### config.mk
export PLATFORM = sky130hd
export DESIGN_NAME = adtr_trig_ctrl
export DESIGN_NICKNAME = d
export VERILOG_FILES = /design/src/common/adtr_pkg.sv /design/src/core/adtr_trig_edge.sv /design/src/core/adtr_trig_ctrl.sv
export SDC_FILE = /design/constraint.sdc
export NUM_CORES = 1
export LEC_CHECK = 0
export BUFFER_PORTS_ARGS = -buffer_cell sky130_fd_sc_hd__buf_2
export CORE_MARGIN = 2
export CORE_UTILIZATION = 46
export DETAILED_ROUTE_END_ITERATION = 7
export PLACE_DENSITY = 0.91
export SLEW_MARGIN = 5
export SYNTH_ARGS = -nofsm -noshare
export SYNTH_HDL_FRONTEND = slang
export SYNTH_SLANG_ARGS = --single-unit
### constraint.sdc
create_clock -name core_clk_in -period 3.6 [get_ports core_clk_in]
set_input_delay 0.54 -clock core_clk_in [delete_from_list [all_inputs] [get_ports core_clk_in]]
set_output_delay 0.54 -clock core_clk_in [all_outputs]
set_load 0.05 [all_outputs]
### src/common/adtr_pkg.sv
// shared constants, types and decode helpers for the converter trigger block
package adtr_pkg;

   // ***********************************************************
   // register indices (byte address is four times the index)
   // ***********************************************************
   localparam logic [7:0] IDX_CTRL_A = 8'h7A;  // converter_control_a
   localparam logic [7:0] IDX_CTRL_B = 8'h7B;  // converter_control_b
   localparam logic [7:0] IDX_GATE = 8'h7E;    // analog_pin_input_gate

   // ***********************************************************
   // field positions
   // ***********************************************************
   localparam int A_EN_BIT = 7;     // converter_enable
   localparam int A_START_BIT = 6;  // start / busy
   localparam int A_ATE_BIT = 5;    // auto_trigger_enable
   localparam int A_DONE_BIT = 4;   // conversion_done_flag
   localparam int B_COMPARATOR_MUX_ENABLE_BIT = 6;   // comparator_mux_enable
   localparam int B_TS_LSB = 0;     // trigger_source_select low bit
   localparam int TS_W = 3;         // trigger_source_select width
   localparam int GATE_W = 6;       // analog_pin_input_disable bits

   // ***********************************************************
   // reset values
   // ***********************************************************
   localparam logic [7:0] RST_CTRL_A = 8'h00;
   localparam logic [7:0] RST_CTRL_B = 8'h00;
   localparam logic [7:0] RST_GATE = 8'h00;

   // writable masks, everything else reads zero
   localparam logic [7:0] MASK_CTRL_B = 8'h47;
   localparam logic [7:0] MASK_GATE = 8'h3F;

   // trigger source codes
   typedef enum logic [TS_W-1:0] {
      TS_FREE_RUN,      // conversion_done_flag
      TS_COMPARATOR,    // analog comparator flag
      TS_EXT_INT0,      // external interrupt request zero
      TS_T0_CMP_A,      // 8-bit timer compare match A
      TS_T0_OVF,        // 8-bit timer overflow
      TS_T1_CMP_B,      // 16-bit timer compare match B
      TS_T1_OVF,        // 16-bit timer overflow
      TS_T1_CAPT        // 16-bit timer input capture
   } adtr_src_t;

   // pick the selected flag; bit 0 of flags is the done flag
   function automatic logic adtr_pick(input logic [7:0] flags, input logic [TS_W-1:0] sel);
      adtr_pick = flags[sel];
   endfunction

   // byte address of a register index
   function automatic logic [9:0] adtr_addr(input logic [7:0] idx);
      adtr_addr = {idx, 2'b00};
   endfunction

endpackage

### src/core/adtr_trig_edge.sv
// trigger source selection and rising-edge detection
`timescale 1ns/1ps
module adtr_trig_edge import adtr_pkg::*; #(
   parameter int SEL_W = TS_W
) (
   input wire logic core_clk_in,
   input wire logic resetn_in,
   input wire logic ce_in,
   input wire logic [(1<<SEL_W)-1:0] flags_in,  // bit 0 is the done flag
   input wire logic [SEL_W-1:0] sel_in,
   output logic level_out,   // selected flag now
   output logic edge_out     // one-cycle rising edge
);

   // ***********************************************************
   // elaboration check
   // ***********************************************************
   if (SEL_W != TS_W) begin : g_bad_w
      $error("adtr_trig_edge: SEL_W must equal TS_W");
   end

   logic prev_level_q;          // previous sample of the selected flag
   logic [SEL_W-1:0] prev_sel_q; // previous selection
   logic to_free;               // selection just moved to free running

   // current selected level, source change included
   assign level_out = adtr_pick(flags_in, sel_in);

   // moving onto free running never counts as an edge
   assign to_free = (sel_in == TS_FREE_RUN) && (prev_sel_q != TS_FREE_RUN);

   // compare with last sample, so a source switch acts as any edge
   assign edge_out = ce_in && level_out && !prev_level_q && !to_free;

   // sample once per enabled clock
   always_ff @(posedge core_clk_in) begin
      if (!resetn_in) begin
         prev_level_q <= 1'b0;
         prev_sel_q <= '0;
      end else if (ce_in) begin
         prev_level_q <= level_out;
         prev_sel_q <= sel_in;
      end
   end

endmodule // adtr_trig_edge

### src/core/adtr_trig_ctrl.sv
// converter trigger, comparator input steering and analog pin gating
//
// Behaviour
// - mux to comparator when enabled bit, converter off
// - otherwise dedicated negative pin feeds comparator
// - source field acts only with auto-trigger
// - conversion starts on selected flag rising edge
// - switching from a clear to a set source makes an edge
// - switching to free running never triggers
// - codes 000 free, 001 comparator, 010 int0
// - codes 011 timer0 match A, 100 overflow
// - codes 101 match B, 110 overflow, 111 capture
// - disable bit switches pin input buffer off
// - disabled pin reads zero in port input
// - enable turns on; clearing aborts conversion
// - auto-trigger arms start on trigger edge
// - done flag sets when conversion finishes
`timescale 1ns/1ps
module adtr_trig_ctrl import adtr_pkg::*; #(
   parameter int ADDR_W = 12,
   parameter int PINS = GATE_W
) (
   input wire logic core_clk_in,
   input wire logic resetn_in,
   input wire logic ce_in,
   // apb slave
   input wire logic psel_in,
   input wire logic penable_in,
   input wire logic pwrite_in,
   input wire logic [ADDR_W-1:0] paddr_in,
   input wire logic [31:0] pwdata_in,
   output logic [31:0] prdata_out,
   output logic pready_out,
   output logic pslverr_out,
   // event flags of the trigger sources, codes 1..7
   input wire logic [7:1] src_flags_in,
   // conversion engine
   input wire logic conv_done_in,
   output logic conv_enable_out,
   output logic conv_start_out,
   output logic conv_abort_out,
   // comparator negative input steering
   output logic comp_neg_from_mux_out,
   // analog pins
   input wire logic [PINS-1:0] pin_level_in,
   output logic [PINS-1:0] pin_buf_off_out,
   output logic [PINS-1:0] pin_value_out
);

   // ***********************************************************
   // elaboration checks
   // ***********************************************************
   if (ADDR_W < 10 || ADDR_W > 32) begin : g_bad_addr
      $error("adtr_trig_ctrl: ADDR_W must be 10..32");
   end
   if (PINS != GATE_W) begin : g_bad_pins
      $error("adtr_trig_ctrl: PINS must equal GATE_W");
   end

   // ***********************************************************
   // state
   // ***********************************************************
   logic en_q;                  // converter_enable
   logic busy_q;                // conversion in progress
   logic ate_q;                 // auto_trigger_enable
   logic done_q;                // conversion_done_flag
   logic comparator_mux_enable_q;                // comparator_mux_enable
   logic [TS_W-1:0] ts_q;       // trigger_source_select
   logic [PINS-1:0] gate_q;     // analog_pin_input_disable
   logic start_q;               // start pulse to engine
   logic abort_q;               // abort pulse to engine
   logic [31:0] prdata_q;       // read data latched in setup
   logic pslverr_q;             // error latched in setup
   logic [PINS-1:0] pin_q;      // gated port input sample

   // ***********************************************************
   // bus decode
   // ***********************************************************
   logic setup;                 // setup phase of a transfer
   logic wr;                    // write takes effect this edge
   logic hit_a;                 // address hits converter_control_a
   logic hit_b;                 // address hits converter_control_b
   logic hit_g;                 // address hits analog_pin_input_gate
   logic mapped;                // any register hit
   logic sw_start;              // software start request
   logic trig_level;            // selected trigger flag
   logic trig_edge;             // its rising edge
   logic auto_start;            // trigger-driven start
   logic [7:0] flags;           // all source flags, done flag at 0

   // upper address bits must be zero, word aligned
   assign hit_a = (paddr_in == ADDR_W'(adtr_addr(IDX_CTRL_A)));
   assign hit_b = (paddr_in == ADDR_W'(adtr_addr(IDX_CTRL_B)));
   assign hit_g = (paddr_in == ADDR_W'(adtr_addr(IDX_GATE)));
   assign mapped = hit_a || hit_b || hit_g;
   assign setup = ce_in && psel_in && !penable_in;
   // zero wait states; a frozen clock enable stalls the bus
   assign pready_out = ce_in;
   assign wr = ce_in && psel_in && penable_in && pwrite_in;
   assign prdata_out = prdata_q;
   assign pslverr_out = pslverr_q;

   // read mux and error, captured in the setup phase
   always_ff @(posedge core_clk_in) begin
      if (!resetn_in) begin
         prdata_q <= 32'h0000_0000;
         pslverr_q <= 1'b0;
      end else if (setup) begin
         pslverr_q <= !mapped;
         prdata_q <= 32'h0000_0000;  // unmapped reads zero
         if (hit_a) begin
            prdata_q[A_EN_BIT] <= en_q;
            prdata_q[A_START_BIT] <= busy_q;
            prdata_q[A_ATE_BIT] <= ate_q;
            prdata_q[A_DONE_BIT] <= done_q;
         end
         if (hit_b) begin
            // unassigned bits stay zero
            prdata_q[B_COMPARATOR_MUX_ENABLE_BIT] <= comparator_mux_enable_q;
            prdata_q[B_TS_LSB +: TS_W] <= ts_q;
         end
         if (hit_g) begin
            prdata_q[PINS-1:0] <= gate_q;
         end
      end
   end

   // ***********************************************************
   // control register A
   // ***********************************************************
   // software start needs the enable bit set in this same write
   assign sw_start = wr && hit_a && pwdata_in[A_START_BIT] && pwdata_in[A_EN_BIT];

   // enable and auto-trigger bits
   always_ff @(posedge core_clk_in) begin
      if (!resetn_in) begin
         en_q <= RST_CTRL_A[A_EN_BIT];
         ate_q <= RST_CTRL_A[A_ATE_BIT];
      end else if (wr && hit_a) begin
         en_q <= pwdata_in[A_EN_BIT];
         ate_q <= pwdata_in[A_ATE_BIT];
      end
   end

   // done flag: engine sets, writing one clears, set wins
   always_ff @(posedge core_clk_in) begin
      if (!resetn_in) begin
         done_q <= RST_CTRL_A[A_DONE_BIT];
      end else if (ce_in) begin
         if (conv_done_in) begin
            done_q <= 1'b1;
         end else if (wr && hit_a && pwdata_in[A_DONE_BIT]) begin
            done_q <= 1'b0;
         end
      end
   end

   // busy: set by a start, cleared by completion or switch-off
   always_ff @(posedge core_clk_in) begin
      if (!resetn_in) begin
         busy_q <= 1'b0;
      end else if (ce_in) begin
         if (wr && hit_a && !pwdata_in[A_EN_BIT]) begin
            busy_q <= 1'b0;
         end else if (sw_start || auto_start) begin
            busy_q <= 1'b1;
         end else if (conv_done_in) begin
            busy_q <= 1'b0;
         end
      end
   end

   // abort pulse when the converter is switched off mid-conversion
   always_ff @(posedge core_clk_in) begin
      if (!resetn_in) begin
         abort_q <= 1'b0;
      end else if (ce_in) begin
         abort_q <= wr && hit_a && !pwdata_in[A_EN_BIT] && busy_q;
      end
   end

   // ***********************************************************
   // control register B
   // ***********************************************************
   // only the assigned bits store
   always_ff @(posedge core_clk_in) begin
      if (!resetn_in) begin
         comparator_mux_enable_q <= RST_CTRL_B[B_COMPARATOR_MUX_ENABLE_BIT];
         ts_q <= RST_CTRL_B[B_TS_LSB +: TS_W];
      end else if (wr && hit_b) begin
         comparator_mux_enable_q <= pwdata_in[B_COMPARATOR_MUX_ENABLE_BIT];
         ts_q <= pwdata_in[B_TS_LSB +: TS_W];
      end
   end

   // comparator takes the mux only with converter off
   assign comp_neg_from_mux_out = comparator_mux_enable_q && !en_q;

   // ***********************************************************
   // auto trigger
   // ***********************************************************
   assign flags = {src_flags_in, done_q};

   adtr_trig_edge #(
      .SEL_W(TS_W)
   ) u_edge (
      .core_clk_in(core_clk_in),
      .resetn_in(resetn_in),
      .ce_in(ce_in),
      .flags_in(flags),
      .sel_in(ts_q),
      .level_out(trig_level),
      .edge_out(trig_edge)
   );

   // the source field does nothing unless auto-trigger is on
   assign auto_start = trig_edge && ate_q && en_q;

   // start pulse towards the engine
   always_ff @(posedge core_clk_in) begin
      if (!resetn_in) begin
         start_q <= 1'b0;
      end else if (ce_in) begin
         start_q <= auto_start || sw_start;
      end
   end

   assign conv_start_out = start_q;
   assign conv_abort_out = abort_q;
   assign conv_enable_out = en_q;

   // ***********************************************************
   // analog pin gating
   // ***********************************************************
   always_ff @(posedge core_clk_in) begin
      if (!resetn_in) begin
         gate_q <= RST_GATE[PINS-1:0];
      end else if (wr && hit_g) begin
         gate_q <= pwdata_in[PINS-1:0];
      end
   end

   // disabled pins read zero whatever the level
   always_ff @(posedge core_clk_in) begin
      if (!resetn_in) begin
         pin_q <= '0;
      end else if (ce_in) begin
         pin_q <= pin_level_in & ~gate_q;
      end
   end

   assign pin_buf_off_out = gate_q;
   assign pin_value_out = pin_q;
endmodule // adtr_trig_ctrl

==> reports/qor.yml, run 1 <==
status:
  status: "completed"
timing:
  min_period_over_period_pct: 58.4
  finalHoldViolations: 0
  relSlewSlack_pct: 49.3
  fin_worst_skew_ps: 8.75
  setup_tns_ps: 0
  finalMaxSlewViolations: 0
  worst_hold_slack_ps: 461
  grt_setup_unrepaired: "false"
  fin_crit_ps: 2100
  setup_violations: 0
  fmax_ghz: 0.476
  tightestPinTransition_ps: 754
logic_synthesis:
  synthArstFlopShare_pct: 0
  syn_area_per_cell_um2: 8.68
  yosys.area_share.simple_pct: 24.8
  netlist_area_um2: 1850
  synth_top_family_by_area: "simple AND/OR/NAND/NOR gates"
  synth.area.mux_share_pct: 4.33
  synth_warnings: 0
  ys_ff_latch: 35
  yosys.area_share.adder_pct: 0
  synth_compound_area_share_pct: 19.9
  ys_types: 41
  yosysTopAreaCell: "dfxtp_1"
  synthTopCellsByArea: "dfxtp_1, buf_4, a21boi_0"
  yosysSeqAreaShare_pct: 37.9
  synth_edf_count: 0
  synth_cells: 213
  postSynth.topFlopCell: "dfxtp_1"
  synthXorXnorAreaFrac_pct: 0.474
  synth_top_area_share_pct: 37.9
critical_path:
  crit_required_ps: 3810
  rrSetupSlack_ps: 2010
  crit_buf_inv: 1
  slowest_delay_ps: 700
  crit_family: "simple AND/OR/NAND/NOR gates"
  cp_slowest_cell: "nor4_1"
  cp_num_cells: 5
  critPathLaunchType: "input port"
  r2r-start: "ts_q[0]"
  crit_path_start: "paddr_in[1]"
  r2r_end: "busy_q"
  crit_arrival_ps: 2310
  cp_max_fo: 4
  critical_path_class: "in -> reg"
  endpoint_kind: "flip-flop"
  crit_chain: "buf_2 > or4b_1 > nor4_1 > a22oi_1 > a21oi_1"
  crit_path_end: "busy_q"
  r2r_cells: 4
power:
  powerDensity_nw_per_um2: 412
  clkPwrFrac_pct: 40.5
  ir_drop_v: 0.000262
  seqPwrFrac_pct: 43.5
  p_int_w: 0.000651
  p_sw_share_pct: 28.6
  p_leak_nw: 0.923
  p_sw_w: 0.000261
  combPwrFrac_pct: 16.0
detailed_routing:
  avgRoutedWirePerCell_um: 13.8
  first_pass_iters: 4
  drt_iter0_drc: 158
  dr_total_vias: 1722
  via_per_inst: 5.28
  detail-route-antenna-nets: 0
  drc_errors: 0
  wirelength_um: 4510
global_route:
  grt_pass1_wl_um: 6980
  grt_antenna_before_repair: 0
  first_global_vias: 1536
  track_usage_pct: 20.5
  grt_max_degree: 37
  grt_remaining_overflow: 0
final_layout:
  syn_to_final_growth_pct: 19.8
  nNetsFinal: 339
  multiInputGateArea_um2: 1000
  layout_common_cells: "buf_2, dfxtp_1, conb_1"
  final_common_cell: "buf_2"
  area.sequential_um2: 701
  n_antenna_cell: 0
  drive_gt1_share_pct: 29.3
  fillCellCount: 383
clock_tree:
  clk_pin_slew_worst_paths_ps: 70
  clock_sinks: 35
  root_buffer: "clkbuf_8"
  clock_latency_ps: 290
  cts_resized: 0
  post_cts_buffers: 0
  postCtsHoldBufs: 0
  cts_buffers: 5
  cts-htree-levels: 2
  clock_path_buffers: 2
  tritoncts: "yes"
job:
  maxCapViolations: 0
placement:
  dp_hpwl_um: 3330
  io_buffers: 65
  gp_congestion: 0.885
floorplanning:
  die_width_um: 67.4
  rows: 23
  initial_core_util_pct: 46.9
  die_h_um: 67.4
  dieArea_um2: 4540
  ios: 114
  core_area_um2: 3940
worst_hold_path:
  worstHoldPathType: "reg -> reg"
[power groups by stage]
| stage | sequential, W | clock (W) | combinational (W) |
|---|---|---|---|
| floorplan | 0.000426 | 0 | 0.000109 |
| global placement | 0.000406 | 0 | 0.000144 |
| detailed placement | 0.000406 | 0 | 0.000146 |
| CTS | 0.000397 | 0.000377 | 0.000146 |
| global route | 0.000398 | 0.000389 | 0.000157 |
| finish | 0.000397 | 0.000369 | 0.000146 |
[Yosys cell counts, drive strengths merged (2+ instances only)]
cell type   n
dfxtp      35
buf        26
a21boi     24
nand2      21
o21ai      19
nand3      18
mux2i       8
nand3b      8
clkbuf      7
nor2        5
a21oi       4
nor2b       4
nor3        4
nor4        4
a221oi      2
a32oi       2
or3         2
or3b        2
or4b        2
[metrics by stage]
step | worst slack, ps | cells | instance area, µm² | utilization [%] | power, W
after detailed placement | 1270 | 318 | 2100 | 53.2 | 0.000552
after CTS | 1520 | 326 | 2210 | 56.2 | 0.000920
after floorplan | 1540 | 236 | 1930 | - | 0.000535
after global routing | 1440 | 326 | 2210 | 56.2 | 0.000944
after global placement | 1320 | 318 | 2100 | 53.2 | 0.000550
final | 1500 | 326 | 2210 | 56.2 | 0.000912
[worst min path at each step]
stage | from | end | cells past startpoint | slack (ps)
floorplan | u_edge.prev_sel_q[1] | u_edge.prev_sel_q[1] | 2 | 440
global placement | prdata_out[3] | prdata_out[3] | 2 | 450
CTS | u_edge.prev_sel_q[1] | u_edge.prev_sel_q[1] | 2 | 460
global route | u_edge.prev_sel_q[1] | u_edge.prev_sel_q[1] | 2 | 480
finish | u_edge.prev_sel_q[1] | u_edge.prev_sel_q[1] | 2 | 460
detailed placement | u_edge.prev_sel_q[1] | u_edge.prev_sel_q[1] | 2 | 450
[layer usage]
| layer | vias up | GRT usage, % | routed length [µm] | share of wire [%] |
|---|---|---|---|---|
| met2 | 76 | 34.2 | 2170 | 48 |
| met3 | 10 | 3.67 | 325 | 7.2 |
| met5 | - | 0 | 0 | 0 |
| li1 | 843 | - | - | - |
| met1 | 793 | 25.8 | 1920 | 43 |
| met4 | 0 | 9.18 | 94 | 2.1 |
[registers in the layout, summed over array words and instances, names as in the netlist]
name                     count
prdata_out                   8
ate_q                        1
pslverr_out                  1
u_edge.prev_level_q          1
conv_start_out               1
pin_value_out                6
u_edge.prev_sel_q            3
ts_q                         3
conv_enable_out              1
pin_buf_off_out              6
busy_q                       1
comparator_mux_enable_q      1
done_q                       1
conv_abort_out               1
[cell type report]
type	instances	area share (%)
Tap cell	50	2.82
Multi-Input combinational cell	167	45.4
Sequential cell	35	31.6
Timing Repair Buffer	65	14.7
Inverter	1	0.169
Clock inverter	2	1.58
Clock buffer	6	3.73
[worst min-delay path: cells and delay by family, from the launching register on]
family / cells / cell delay (ps)
DFF: 1 / 310
AOI/OAI and AO/OA: 1 / 60
and+or+nand+nor: 1 / 40
[cells by family (layout without fill, tap and decap cells)]
kind of cell,after synthesis,after routing
flip-flops,35,35
AO/OA/AOI/OAI,56,56
multiplexers,8,8
AND/OR/NAND/NOR,78,78
XOR/XNOR,1,1
buffers and inverters,34,74
other,1,24
Note: power is estimated with default switching activity, not from simulation.
==> run 2, diff against run 1 <==
Settings changed: ABC_AREA from default to 1, CORE_UTILIZATION 46 to 43, PLACE_DENSITY 0.91 to 0.85.
Clock period 3.6 ns to 2.1 ns, I/O delays scaled along.
==> reports/qor.yml, run 2 <==
status:
  status: "completed"
power:
  ir_drop_v: 0.000338  # +29%
  p_sw_w: 0.000447  # +71%
  p_leak_nw: 1.23  # +34%
  powerDensity_nw_per_um2: 624  # +51%
  p_sw_share_pct: 31.6  # +3.0 points
  combPwrFrac_pct: 20.4  # +4.4 points
  clkPwrFrac_pct: 30.7  # -9.8 points
  p_int_w: 0.000968  # +49%
  seqPwrFrac_pct: 48.8  # +5.3 points
placement:
  io_buffers: 65  # unchanged
  gp_congestion: 0.837  # -5.5%
  dp_hpwl_um: 3640  # +9.1%
final_layout:
  n_antenna_cell: 0  # unchanged
  syn_to_final_growth_pct: 17.7
  drive_gt1_share_pct: 24.6  # -4.8 points
  final_common_cell: "buf_2"
  layout_common_cells: "buf_2, nand2_1, nor2_1"
  final_util_pct: 52.5  # -3.7 points
  multiInputGateArea_um2: 932  # -7.2%
  area.sequential_um2: 701  # unchanged
  largest_reg_flops: 8  # unchanged
  nNetsFinal: 419  # +24%
  fillCellCount: 437  # +14%
logic_synthesis:
  yosysSeqAreaShare_pct: 36.3  # -1.6 points
  syn_area_per_cell_um2: 6.69  # -23%
  synthTopCellsByArea: "dfxtp_1, nand2_1, buf_4"
  synth_edf_count: 0  # unchanged
  synth_top_family_by_area: "simple AND/OR/NAND/NOR gates"
  synth.area.mux_share_pct: 0  # -4.3 points
  yosys.area_share.adder_pct: 0  # unchanged
  ys_ff_latch: 35  # unchanged
  netlist_area_um2: 1930  # +4.3%
  postSynth.topFlopCell: "dfxtp_1"
  synth.most_common_cell: "nand2_1"
  synth_top_area_share_pct: 36.3  # -1.6 points
  synth_cells: 288  # +35%
  synthXorXnorAreaFrac_pct: 0  # -0.47 points
  synth_compound_area_share_pct: 10.1  # -9.8 points
  synthArstFlopShare_pct: 0  # unchanged
  synth_warnings: 0  # unchanged
  yosys.area_share.simple_pct: 33.5  # +8.8 points
  ys_types: 29  # -29%
  yosysTopAreaCell: "dfxtp_1"
  synth_commonest_cells: "nand2_1, nor2_1, dfxtp_1"
floorplanning:
  ios: 114  # unchanged
  initial_core_util_pct: 44.6  # -2.3 points
  die_width_um: 71.0  # +5.3%
  die_h_um: 71.0  # +5.3%
  rows: 24  # +4.3%
  core_area_um2: 4320  # +9.7%
  dieArea_um2: 5040  # +11%
clock_tree:
  clk_pin_slew_worst_paths_ps: 60  # about the same
  clock_sinks: 35  # unchanged
  postCtsHoldBufs: 0  # unchanged
  cts_resized: 0  # unchanged
  post_cts_buffers: 0  # unchanged
  clock_path_buffers: 2  # unchanged
  cts-htree-levels: 2  # unchanged
  cts_buffers: 5  # unchanged
  tritoncts: "yes"
  clock_latency_ps: 280  # about the same
  root_buffer: "clkbuf_8"
global_route:
  track_usage_pct: 18.3  # -2.2 points
  grt_antenna_before_repair: 0  # unchanged
  grt_pass1_wl_um: 7330  # +5.1%
  grt_remaining_overflow: 0  # unchanged
  grt_max_degree: 25  # -32%
  first_global_vias: 1763  # +15%
detailed_routing:
  via_per_inst: 4.72  # -11%
  dr_total_vias: 1918  # +11%
  detail-route-antenna-nets: 0  # unchanged
  drt_iter0_drc: 74  # -53%
  drc_errors: 0  # unchanged
  avgRoutedWirePerCell_um: 11.1  # -20%
  first_pass_iters: 4  # unchanged
  wirelength_um: 4500  # -0.13%
critical_path:
  r2r_end: "busy_q"
  r2r-start: "ts_q[0]"
  critical_path_class: "reg -> out"
  rrSetupSlack_ps: 850  # -1160 ps
  endpoint_kind: "output port"
  cp_max_fo: 3  # -1
  r2r_cells: 9  # +5
  critPathLaunchType: "flip-flop"
  crit_required_ps: 1780  # -2030 ps
  crit_arrival_ps: 1090  # -1220 ps
job:
  maxCapViolations: 0  # unchanged
timing:
  fin_crit_ps: 1400
  fin_worst_skew_ps: 0.956  # -7.80 ps
  finalMaxSlewViolations: 0  # unchanged
  min_period_over_period_pct: 66.7
  finalHoldViolations: 0  # unchanged
  setup_tns_ps: 0  # unchanged
  fmax_ghz: 0.714
  setup_violations: 0  # unchanged
  grt_setup_unrepaired: "false"
worst_hold_path:
  worstHoldStart: "pwdata_in[3]"
  hold_depth: 3  # +1
  worstHoldPathType: "in -> reg"
  hold_end: "pin_buf_off_out[3]"
## run 2: worst max-delay path, cell delays in order, from the launching register on
cell and delay (ps):
dfxtp_1 360, inv_1 50, nor2_1 110, buf_2 280
## run 2: layer usage
layer | GRT usage (%) | wire length [µm]
met5 | 0 | 0
met4 | 7.34 | 90
met3 | 4.56 | 364
met2 | 31.9 | 2140
met1 | 21.4 | 1900
## run 2: power by group through the flow
stage               sequential, W  clock (W)  combinational (W)
finish                   0.000691   0.000435           0.000289
CTS                      0.000691   0.000443           0.000290
global placement         0.000705          0           0.000284
detailed placement       0.000706          0           0.000289
floorplan                0.000752          0           0.000203
global route             0.000693   0.000469           0.000311
## run 2: area by class of cell
type,instances,area share (%)
Clock buffer,6,3.20
Inverter,36,6.01
Multi-Input combinational cell,207,41.1
Sequential cell,35,30.9
Tap cell,52,2.87
Timing Repair Buffer,70,16.0
## run 2: stage by stage
step / total power, W / area (µm²) / hold slack (ps) / setup WS [ps] / instances
after floorplan: 0.000956 / 2010 / 444 / 562 / 311
after global placement: 0.000989 / 2200 / 450 / 499 / 400
after detailed placement: 0.000995 / 2200 / 456 / 472 / 400
after CTS: 0.00142 / 2270 / 253 / 702 / 406
after global routing: 0.00147 / 2270 / 260 / 606 / 406
final: 0.00142 / 2270 / 258 / 700 / 406
## run 2: cell families after synthesis
| group | after synthesis |
|---|---|
| other cells | 1 |
| flops | 35 |
| compound gates | 38 |
| simple gates | 145 |
| buf+inv | 69 |
## run 2: how the worst max path moves through the flow
stage | startpoint | endpoint | slack, ps
finish | comparator_mux_enable_q | comp_neg_from_mux_out | 700
global route | paddr_in[9] | ts_q[0] | 610
CTS | comparator_mux_enable_q | comp_neg_from_mux_out | 700
detailed placement | paddr_in[9] | ts_q[0] | 470
global placement | paddr_in[9] | ts_q[1] | 500
floorplan | conv_enable_out | comp_neg_from_mux_out | 560
==> run 3, diff against run 2 <==
Clock period 2.1 ns to 1.46 ns, I/O delays scaled along.
==> reports/qor.yml, run 3 (synthesis gave the netlist of run 2 again) <==
critical_path:
  crit_chain: "inv_1 > nor2_1 > buf_2"
  crit_family: "flip-flops"
  slowest_delay_ps: 370  # about the same
  critical_path_class: "reg -> out"
  r2r_cells: 9  # unchanged
  crit_required_ps: 1240  # -540 ps
  crit_buf_inv: 2  # unchanged
  r2r_end: "conv_start_out"
  endpoint_kind: "output port"
  cp_slowest_cell: "dfxtp_1"
  critPathLaunchType: "flip-flop"
  rrSetupSlack_ps: 170  # -680 ps
  crit_arrival_ps: 1130  # +40 ps
  r2r-start: "ts_q[0]"
  cp_max_fo: 3  # unchanged
worst_hold_path:
  hold_end: "pin_buf_off_out[3]"
  hold_depth: 3  # unchanged
  worstHoldStart: "pwdata_in[3]"
  worstHoldPathType: "in -> reg"
job:
  maxCapViolations: 0  # unchanged
clock_tree:
  clock_path_buffers: 2  # unchanged
  cts_resized: 0  # unchanged
  clk_pin_slew_worst_paths_ps: 80  # +20 ps
  cts_buffers: 5  # unchanged
  root_buffer: "clkbuf_8"
  post_cts_buffers: 0  # unchanged
  tritoncts: "yes"
  cts-htree-levels: 2  # unchanged
  clock_sinks: 35  # unchanged
  postCtsHoldBufs: 0  # unchanged
  clock_latency_ps: 290  # about the same
floorplanning:
  core_area_um2: 4320  # unchanged
  die_width_um: 71.0  # unchanged
  dieArea_um2: 5040  # unchanged
  die_h_um: 71.0  # unchanged
  initial_core_util_pct: 44.6  # unchanged
  rows: 24  # unchanged
  ios: 114  # unchanged
placement:
  io_buffers: 65  # unchanged
  place_area_um2: 2210  # +0.68%
  dp_hpwl_um: 3640  # +0.13%
  gp_congestion: 0.846  # +1.1%
detailed_routing:
  wirelength_um: 4620  # +2.6%
  drc_errors: 0  # unchanged
  detail-route-antenna-nets: 0  # unchanged
  dr_total_vias: 1906  # -0.63%
  via_per_inst: 4.65  # -1.6%
  drt_iter0_drc: 96  # +30%
  avgRoutedWirePerCell_um: 11.3  # +1.6%
  first_pass_iters: 4  # unchanged
global_route:
  first_global_vias: 1740  # -1.3%
  grt_remaining_overflow: 0  # unchanged
  grt_pass1_wl_um: 7690  # +4.8%
  grt_max_degree: 16  # -36%
  grt_antenna_before_repair: 0  # unchanged
  track_usage_pct: 19.3  # +0.98 points
timing:
  grt_setup_unrepaired: "false"
  setup_violations: 0  # unchanged
  fmax_ghz: 0.741
  setup_tns_ps: 0  # unchanged
  fin_worst_skew_ps: 5.37  # +4.41 ps
  finalHoldViolations: 0  # unchanged
  fin_crit_ps: 1350
  finalMaxSlewViolations: 0  # unchanged
  min_period_over_period_pct: 92.4
final_layout:
  syn_to_final_growth_pct: 20.6
  largest_reg_flops: 8  # unchanged
  fillCellCount: 414  # -5.3%
  nNetsFinal: 421  # +0.48%
  layout_common_cells: "buf_2, nand2_1, nor2_1"
  drive_gt1_share_pct: 25.7  # +1.1 points
  final_common_cell: "buf_2"
  final_area_um2: 2320  # +2.4%
  n_antenna_cell: 0  # unchanged
status:
  status: "completed"
power:
  p_leak_nw: 1.26  # +2.5%
  ir_drop_v: 0.00103  # +200%
  powerDensity_nw_per_um2: 985  # +58%
## run 3: cell count changes in the layout (fill, tap and decap cells not counted), sizes merged
cell    previous run  this run
buf               70        72
clkinv             3         5
bufinv             0         1
clkbuf             6         5
## run 3: power by group
part | switching (W) | total (W) | leakage, nW | internal (W)
clock network | 0.000368 | 0.000876 | 0.0581 | 0.000508
registers | 0.0000131 | 0.000994 | 0.285 | 0.000981
logic | 0.000324 | 0.000419 | 0.921 | 0.0000949
total | 0.000705 | 0.00229 | 1.26 | 0.00158
## run 3: tightest hold or removal path, stage by stage
cell and delay [ps]:
buf_2 80, nor2_1 40, nor2_1 80
## run 3: worst max path at each step
stage                                  to               startpoint  cells past startpoint
detailed placement                ts_q[0]              paddr_in[9]                      9
finish              comp_neg_from_mux_out  comparator_mux_enable_q                      3
global placement                  ts_q[1]              paddr_in[9]                      9
floorplan           comp_neg_from_mux_out          conv_enable_out                      1
global route               conv_start_out                  ts_q[0]                      9
CTS                 comp_neg_from_mux_out  comparator_mux_enable_q                      3
## run 3: routing by layer
layer | wire length, µm | GRT usage, % | part of all wire, %
met1 | 2020 | 23.4 | 44
met2 | 2150 | 32.4 | 47
met3 | 352 | 4.70 | 7.6
met4 | 91 | 8.39 | 2.0
met5 | 0 | 0 | 0
## run 3: layout make-up
type	instances	area (µm²)	share of cell area (%)
multi-input cells	207	932	40.1
flip-flops and latches	35	701	30.1
repair buffers	72	378	16.3
inverters	36	136	5.87
clock buffers	5	68.8	2.96
well taps	52	65.1	2.80
clock inverters	3	43.8	1.88
## run 3: stage by stage
| step | hold WS [ps] | util, % | std cells | power [W] | setup WS (ps) |
|---|---|---|---|---|---|
| finish | 149 | 53.8 | 410 | 0.00229 | 111 |
| global placement | 445 | 51.2 | 402 | 0.00142 | 9.81 |
| detailed placement | 448 | 51.2 | 402 | 0.00143 | 12.3 |
| global route | 161 | 53.8 | 410 | 0.00238 | 61.2 |
| floorplan | 354 | - | 311 | 0.00137 | 18.1 |
| CTS | 142 | 53.8 | 410 | 0.00229 | 141 |
